===== src/design/dmt_map.vh =====
`ifndef DMT_MAP_VH
`define DMT_MAP_VH

// Register indexes (byte address = 4 * index)
`define DMT_IDX_CONTROL      16'h7fa5
`define DMT_IDX_FIRST_LOW    16'h7fa6
`define DMT_IDX_FIRST_HIGH   16'h7fa7
`define DMT_IDX_SECOND_LOW   16'h7fa8
`define DMT_IDX_SECOND_HIGH  16'h7fa9
`define DMT_IDX_CLOCK_SET    16'h7fb7

// Control register fields
`define DMT_BIT_FIRST_IE     0
`define DMT_BIT_FIRST_FLAG   1
`define DMT_BIT_FIRST_CKSEL  2
`define DMT_BIT_FIRST_RUN    3
`define DMT_BIT_SECOND_IE    4
`define DMT_BIT_SECOND_FLAG  5
`define DMT_BIT_SECOND_CKSEL 6
`define DMT_BIT_SECOND_RUN   7

// Clock setting register fields
`define DMT_PR_PERIOD_MSB    7
`define DMT_PR_PERIOD_LSB    4
`define DMT_PR_CLOCK_MSB     3
`define DMT_PR_CLOCK_LSB     2
`define DMT_CLK_SET_MASK     8'hfd

// Prescaler clock choices
`define DMT_PCK_SYSTEM       2'h0
`define DMT_PCK_INHIBIT      2'h1
`define DMT_PCK_OSC_FIRST    2'h2
`define DMT_PCK_OSC_SECOND   2'h3

// Reset values
`define DMT_RST_CONTROL      8'h00
`define DMT_RST_MATCH        8'h00
`define DMT_RST_CLOCK_SET    8'h00

`endif


===== src/design/dmt_timer.v =====
// The APB slave port was chosen for this implementation.
`timescale 1ns/1ps
// Functional notes
// RL1: Two independent 16-bit timers with own run, clock, match and interrupt.
// RL2: Period is ({high,low}+1) count clocks; toggle output period is twice that.
// RL3: Each timer requests an interrupt once per period while enabled.
// RL4: First timer counts while control bit 3 is one.
// RL5: Second timer counts while control bit 7 is one.
// RL6: Control bit 2 picks first timer clock: system or prescaler match.
// RL7: Control bit 6 picks second timer clock: system or prescaler match.
// RL8: Timer match compares against its internal match buffer only.
// RL9: Counter clears when stopped and on its match.
// RL10: Stopped timer's match buffer follows its match-data registers.
// RL11: Running timer reloads its match buffer only on match.
// RL12: Software updates prescaled timer match data at most once per period.
// RL13: Shared 4-bit prescaler runs when either clock-select bit is one.
// RL14: Clock-setting bits 3:2 pick prescaler clock: system, none, oscillators.
// RL15: Prescaler pulses on match, clears on match and when stopped.
// RL16: Toggle output high while stopped, inverts on each match while running.
// RL17: Match-data pair accessible as single bytes or one 16-bit access.
// RL18: Flag sets when running timer count becomes zero; software clears it.
// RL19: Interrupt request asserted when flag and enable both set.
// RL20: Software changes clock-select bit only while the timer is stopped.
// RL21: Prescaler period is (bits 7:4 value + 1) prescaler clocks.
// RL22: All counting on system clock; selected pulses act as count enables.
`include "dmt_map.vh"

module dmt_timer (
  // Clock and reset
  input  wire        CLOCK,
  input  wire        RESET,
  // APB slave
  input  wire        PSEL,
  input  wire        PENABLE,
  input  wire        PWRITE,
  input  wire [17:0] PADDR,
  input  wire [31:0] PWDATA,
  input  wire [3:0]  PSTRB,
  output wire        PREADY,
  output wire        PSLVERR,
  output reg  [31:0] PRDATA,
  // Oscillator pins
  input  wire        FIRST_OSCILLATOR,
  input  wire        SECOND_OSCILLATOR,
  // Timer outputs
  output wire        FIRST_TOGGLE_OUT,
  output wire        SECOND_TOGGLE_OUT,
  output wire        FIRST_IRQ,
  output wire        SECOND_IRQ
);

  reg  [7:0]  pair_control;
  reg  [7:0]  match_low [0:1];
  reg  [7:0]  match_high [0:1];
  reg  [7:0]  prescaler_clock_setting;
  reg  [2:0]  osc_first_sync;
  reg  [2:0]  osc_second_sync;
  reg         osc_first_state;
  reg         osc_second_state;
  reg  [3:0]  prescaler_count;
  reg  [15:0] count [0:1];
  reg  [15:0] match_buffer [0:1];
  reg  [1:0]  toggle_out;
  reg  [1:0]  set_flag;
  wire [1:0]  run_bit;
  wire [1:0]  clock_select;
  wire [1:0]  irq_enable;
  wire [1:0]  match_flag;
  wire [1:0]  timer_match;
  wire [1:0]  timer_tick;
  wire        prescaler_run;
  wire        osc_first_rise;
  wire        osc_second_rise;
  reg         prescaler_tick;
  wire        prescaler_match;
  wire [15:0] word_index;
  wire        apb_write;
  wire        addr_ok;
  wire        sel_control;
  wire        sel_clock;
  wire [1:0]  sel_low;
  wire [1:0]  sel_high;
  wire [1:0]  sel_pair16;

  assign run_bit      = {pair_control[`DMT_BIT_SECOND_RUN], pair_control[`DMT_BIT_FIRST_RUN]};
  assign clock_select = {pair_control[`DMT_BIT_SECOND_CKSEL],
                         pair_control[`DMT_BIT_FIRST_CKSEL]};
  assign irq_enable   = {pair_control[`DMT_BIT_SECOND_IE], pair_control[`DMT_BIT_FIRST_IE]};
  assign match_flag   = {pair_control[`DMT_BIT_SECOND_FLAG],
                         pair_control[`DMT_BIT_FIRST_FLAG]};

  // Bus decode: word index is the address divided by four
  assign PREADY      = 1'b1;
  assign word_index  = PADDR[17:2];
  assign apb_write   = PSEL & PENABLE & PWRITE;
  assign sel_control = (word_index == `DMT_IDX_CONTROL);
  assign sel_clock   = (word_index == `DMT_IDX_CLOCK_SET);
  assign sel_low     = {(word_index == `DMT_IDX_SECOND_LOW), (word_index == `DMT_IDX_FIRST_LOW)};
  assign sel_high    = {(word_index == `DMT_IDX_SECOND_HIGH),
                        (word_index == `DMT_IDX_FIRST_HIGH)};
  // A 16-bit access at the low index with both low strobes writes the pair at once
  assign sel_pair16  = sel_low & {2{PSTRB[1]}};
  assign addr_ok     = sel_control | sel_clock | (|sel_low) | (|sel_high);
  assign PSLVERR     = PSEL & PENABLE & ~addr_ok;

  // Control register; hardware set beats software clear on the flags
  always @(posedge CLOCK) begin
    if (RESET) begin
      pair_control <= `DMT_RST_CONTROL;
    end else begin
      if (apb_write && sel_control && PSTRB[0]) begin
        pair_control <= PWDATA[7:0];
      end
      if (set_flag[0]) begin
        pair_control[`DMT_BIT_FIRST_FLAG] <= 1'b1; // RL18
      end
      if (set_flag[1]) begin
        pair_control[`DMT_BIT_SECOND_FLAG] <= 1'b1; // RL18
      end
    end
  end

  // Clock setting register; bit 1 does not exist
  always @(posedge CLOCK) begin
    if (RESET) begin
      prescaler_clock_setting <= `DMT_RST_CLOCK_SET;
    end else if (apb_write && sel_clock && PSTRB[0]) begin
      prescaler_clock_setting <= PWDATA[7:0] & `DMT_CLK_SET_MASK;
    end
  end

  // Read mux
  always @(posedge CLOCK) begin
    if (RESET) begin
      PRDATA <= 32'h0000_0000;
    end else if (PSEL && !PENABLE && !PWRITE) begin
      PRDATA <= 32'h0000_0000;
      if (sel_control) begin
        PRDATA[7:0] <= pair_control;
      end
      if (sel_clock) begin
        PRDATA[7:0] <= prescaler_clock_setting;
      end
      if (sel_low[0]) begin
        PRDATA[15:0] <= {match_high[0], match_low[0]}; // RL17
      end
      if (sel_low[1]) begin
        PRDATA[15:0] <= {match_high[1], match_low[1]}; // RL17
      end
      if (sel_high[0]) begin
        PRDATA[7:0] <= match_high[0];
      end
      if (sel_high[1]) begin
        PRDATA[7:0] <= match_high[1];
      end
    end
  end

  // Oscillator pins: three stages, a rising change counts when stages two and three agree
  always @(posedge CLOCK) begin
    if (RESET) begin
      osc_first_sync   <= 3'h0;
      osc_second_sync  <= 3'h0;
      osc_first_state  <= 1'b0;
      osc_second_state <= 1'b0;
    end else begin
      osc_first_sync  <= {osc_first_sync[1:0], FIRST_OSCILLATOR};
      osc_second_sync <= {osc_second_sync[1:0], SECOND_OSCILLATOR};
      if (osc_first_sync[1] == osc_first_sync[2]) begin
        osc_first_state <= osc_first_sync[2];
      end
      if (osc_second_sync[1] == osc_second_sync[2]) begin
        osc_second_state <= osc_second_sync[2];
      end
    end
  end

  assign osc_first_rise  = (osc_first_sync[1] == osc_first_sync[2]) &
                           osc_first_sync[2] & ~osc_first_state;
  assign osc_second_rise = (osc_second_sync[1] == osc_second_sync[2]) &
                           osc_second_sync[2] & ~osc_second_state;

  // Prescaler count enable
  always @* begin
    case (prescaler_clock_setting[`DMT_PR_CLOCK_MSB:`DMT_PR_CLOCK_LSB]) // RL14
      `DMT_PCK_SYSTEM:     prescaler_tick = 1'b1;
      `DMT_PCK_INHIBIT:    prescaler_tick = 1'b0;
      `DMT_PCK_OSC_FIRST:  prescaler_tick = osc_first_rise;
      `DMT_PCK_OSC_SECOND: prescaler_tick = osc_second_rise;
      default:             prescaler_tick = 1'b0;
    endcase
  end

  assign prescaler_run   = |clock_select; // RL13
  assign prescaler_match = prescaler_run & prescaler_tick &
    (prescaler_count == prescaler_clock_setting[`DMT_PR_PERIOD_MSB:`DMT_PR_PERIOD_LSB]); // RL21

  always @(posedge CLOCK) begin
    if (RESET) begin
      prescaler_count <= 4'h0;
    end else if (!prescaler_run || prescaler_match) begin
      prescaler_count <= 4'h0; // RL15
    end else if (prescaler_tick) begin
      prescaler_count <= prescaler_count + 4'h1; // RL22
    end
  end

  // Both timers and their match-data pairs
  genvar t;
  generate
    for (t = 0; t < 2; t = t + 1) begin : g_timer // RL1
      // Run bits 3 and 7, clock selects 2 and 6
      assign timer_tick[t]  = run_bit[t] &
                              (clock_select[t] ? prescaler_match : 1'b1); // RL4 RL5 RL6 RL7 RL22
      assign timer_match[t] = timer_tick[t] & (count[t] == match_buffer[t]); // RL8 RL2

      always @(posedge CLOCK) begin
        if (RESET) begin
          match_low[t]  <= `DMT_RST_MATCH;
          match_high[t] <= `DMT_RST_MATCH;
        end else if (apb_write) begin
          if (sel_low[t] && PSTRB[0]) begin
            match_low[t] <= PWDATA[7:0]; // RL17
          end
          if (sel_pair16[t]) begin
            match_high[t] <= PWDATA[15:8]; // RL17
          end else if (sel_high[t] && PSTRB[0]) begin
            match_high[t] <= PWDATA[7:0]; // RL17
          end
        end
      end

      always @(posedge CLOCK) begin
        if (RESET) begin
          count[t]        <= 16'h0000;
          match_buffer[t] <= 16'h0000;
          toggle_out[t]   <= 1'b1;
          set_flag[t]     <= 1'b0;
        end else begin
          set_flag[t] <= timer_match[t]; // RL18 RL3
          if (!run_bit[t]) begin
            count[t]        <= 16'h0000; // RL9
            match_buffer[t] <= {match_high[t], match_low[t]}; // RL10
            toggle_out[t]   <= 1'b1; // RL16
          end else if (timer_match[t]) begin
            count[t]        <= 16'h0000; // RL9
            match_buffer[t] <= {match_high[t], match_low[t]}; // RL11 RL12
            toggle_out[t]   <= ~toggle_out[t]; // RL16 RL2
          end else if (timer_tick[t]) begin
            count[t] <= count[t] + 16'h0001;
          end
        end
      end
    end
  endgenerate

  assign FIRST_TOGGLE_OUT  = toggle_out[0];
  assign SECOND_TOGGLE_OUT = toggle_out[1];
  assign FIRST_IRQ         = match_flag[0] & irq_enable[0]; // RL19 RL3
  assign SECOND_IRQ        = match_flag[1] & irq_enable[1]; // RL19 RL3

endmodule // dmt_timer


===== config.mk =====
export PLATFORM = sky130hd
export DESIGN_NAME = dmt_timer
export DESIGN_NICKNAME = d
export VERILOG_FILES = /design/src/design/dmt_timer.v
export VERILOG_INCLUDE_DIRS = /design/src /design/src/design
export SDC_FILE = /design/constraint.sdc
export NUM_CORES = 1
export LEC_CHECK = 0
export ABC_AREA = 1
export BUFFER_PORTS_ARGS = -buffer_cell sky130_fd_sc_hd__buf_2
export CORE_MARGIN = 2
export CORE_UTILIZATION = 50
export DETAILED_ROUTE_END_ITERATION = 10
export PLACE_DENSITY_LB_ADDON = 0.12
export SLEW_MARGIN = 20
export SYNTH_ARGS = -nofsm -noshare
export SYNTH_HDL_FRONTEND = slang
export SYNTH_SLANG_ARGS = --single-unit

===== constraint.sdc =====
create_clock -name CLOCK -period 2.3 [get_ports CLOCK]
set_input_delay 0.23 -clock CLOCK [delete_from_list [all_inputs] [get_ports CLOCK]]
set_output_delay 0.23 -clock CLOCK [all_outputs]
set_load 0.1 [all_outputs]

==> impl_metrics.toml <==
[yosys]
synth_top_area_share_pct = 38.7
synth_area_um2 = 7450
yosys.cell_types.count = 41
syn_area_per_cell_um2 = 8.58
synth_ff_type = "edfxtp_1"
ys_ff_latch = 143
ys_async_sr_fraction_pct = 0
yosysTopAreaCell = "edfxtp_1"
synth-edff-count = 96
synth_cells = 868
ys_warn_count = 0
synth_area_leaders = "edfxtp_1, dfxtp_1, inv_1"
synth_sequential_area_ratio_pct = 51.3

[route]
drtIter0Drc = 541
drt-pass1-iter-count = 5
drc = 0
vias_per_cell = 5.17
via_count = 5860
routedWlPerCell_um = 14.8
detail-route-antenna-nets = 0
drt_wl_total_um = 16800

[final_layout]
final_cell_mix = "inv_1, nand2_1, nor2_1, edfxtp_1, nand3_1"
final-seq-area_um2 = 3820
area_delta_synth_final_pct = 13.7
fillers = 1301
stdcell_count = 1134
drive_gt1_share_pct = 16.0
nNetsFinal = 1003
diodes = 0
final_common_cell = "inv_1"
multi_input_area_um2 = 2950

[die]
dieWidth_um = 126
fp.coreArea_um2 = 14500
die_h_um = 126
dieArea_um2 = 15900
rows = 44
initial_utilization_pct = 51.3
io_pins = 99

[global_route]
grt_pass1_wl_um = 27700
antenna_found_initial = 0
track_usage_pct = 22.1
grt_max_degree = 42
grt_pass1_vias = 5553
overflow = 0

[cts]
cts_resized = 0
post_cts.repair.setup_buffers = 0
htreeDepth = 4
worstSkewPairLatency_ps = 420
cts_tree = "yes"
clk_pin_slew_ps = 50
root_buffer = "clkbuf_16"
ctsHoldBuffers = 0
cts_buffers = 17
cts.path.max_buffers = 2
numClockSinks = 143

[timing]
rsz0062_at_grt = "no"
worst_pin_slew_ps = 583
fin_skew_ps = 9.42
slew_headroom_pct = 61.1
max_freq_ghz = 0.503
finalSetupViolCount = 0
final_hold_viol_count = 0
hold_slack_ps = 23.0
fin_tns_setup_ps = 0
min_period_ps = 1990
min_period_over_period_pct = 86.4
finalMaxSlewViolations = 0

[setup_path]
arrival_ps = 2100
worstReg2RegStart = "osc_second_sync[1]$_SDFF_PP0_"
path_max_fanout = 16
cp-startpoint = "osc_second_sync[1]$_SDFF_PP0_"
required_ps = 2410
criticalPathCategory = "reg2reg"
startpoint_type = "flip-flop"
cp-end-kind = "flip-flop"

[placed_design]
gp_congestion = 0.952
placed_cells = 1102
detailed_place_hpwl_um = 12800
io_buffers = 61

[flow_run]
max_cap_viol_count = 0

[worst_hold_path]
holdCritPathClass = "in2reg"
min_from = "FIRST_OSCILLATOR"

[power]
power-per-cell-area_nw_per_um2 = 683
irDropWorstVdd_mv = 0.517
leakagePower_nw = 3.65

[run_status]
status = "finished, final reports clean"
==> per-stage QoR <==
step | cell area [um2] | total power, mW | setup slack, ps | util (%)
after global routing | 8470 | 5.98 | 61.6 | 58.3
after floorplan | 7520 | 3.23 | 165 | -
after global placement | 7930 | 3.32 | 299 | 54.5
final | 8470 | 5.78 | 314 | 58.3
after CTS | 8470 | 5.81 | 294 | 58.3
after detailed placement | 7930 | 3.33 | 248 | 54.5
==> path summary, 6_finish.rpt <==
check	slack (ps)	end	cells after the start
max	310	match_buffer[1][12]$_SDFFCE_PN0P_	12
min	20	osc_first_sync[0]$_SDFF_PP0_	3
max reg2reg	310	match_buffer[1][12]$_SDFFCE_PN0P_	12
min reg2reg	410	osc_second_sync[1]$_SDFF_PP0_	2
==> cells in the mapped netlist (2+ instances only) <==
master / instances
nand4_1: 22
or2_2: 7
o21bai_1: 2
nand3_2: 2
o21ai_1: 3
buf_4: 19
conb_1: 2
a21oi_1: 31
nor4_1: 3
nand2_1: 121
buf_2: 8
nand3_1: 84
nor2_4: 5
nor3_1: 30
nand2_2: 7
xor2_1: 25
a211oi_1: 7
nor3_2: 4
clkbuf_1: 11
nor2_1: 116
nor2_2: 11
nor3b_1: 3
inv_1: 125
edfxtp_1: 96
o21ai_0: 23
ha_1: 5
o211ai_1: 9
inv_2: 4
dfxtp_1: 47
xnor2_1: 16
buf_6: 3
o22ai_1: 8
==> logic make-up (layout without fill, tap and decap cells) <==
kind of cell / Yosys count / after routing / synth area share [%]
xor+xnor: 41 / 41 / 4.82
other cells: 2 / 17 / 0.101
buf+inv: 172 / 239 / 10.1
flops: 143 / 143 / 51.3
compound gates: 85 / 85 / 6.65
simple gates: 420 / 420 / 26.2
fa+ha+maj: 5 / 5 / 0.840
==> flip-flops by register name, summed over array words and instances, names as in the netlist, 2 cells and up <==
register / count
osc_first_sync: 3
PRDATA: 16
match_buffer: 32
prescaler_count: 4
match_high: 16
match_low: 16
osc_second_sync: 3
prescaler_clock_setting: 7
set_flag: 2
count: 32
pair_control: 8
==> critical path, cell delays in order (launching register included) <==
cell	delay (ps)
dfxtp_1	340
ha_1	150
nand3_1	70
nand2_1	60
nand2_1	120
nor2_2	110
nand2_2	110
nand2_2	100
nand2_1	60
nor2_2	200
nor3_1	80
inv_1	60
buf_4	210
==> report_power, final <==
group          switching (mW)  total (mW)  internal [mW]  leakage (nW)
Sequential             0.0472        2.85           2.80          1.45
Clock                   0.994        2.51           1.51         0.275
Combinational           0.330       0.424         0.0941          1.93
==> metal layers <==
layer  track usage (%)  wire length, um
met1              30.1             7830
met2              34.9             7680
met3              4.12              827
met4              9.50              467
met5                 0                0
==> cell type report <==
class                           count  area share [%]
Clock buffer                       26            6.01
Clock inverter                      6           0.384
Inverter                          129            5.72
Multi-Input combinational cell    568            34.9
Sequential cell                   143            45.2
Tap cell                          184            2.72
Timing Repair Buffer               78            5.11
Note: power is estimated with default switching activity, not from simulation.
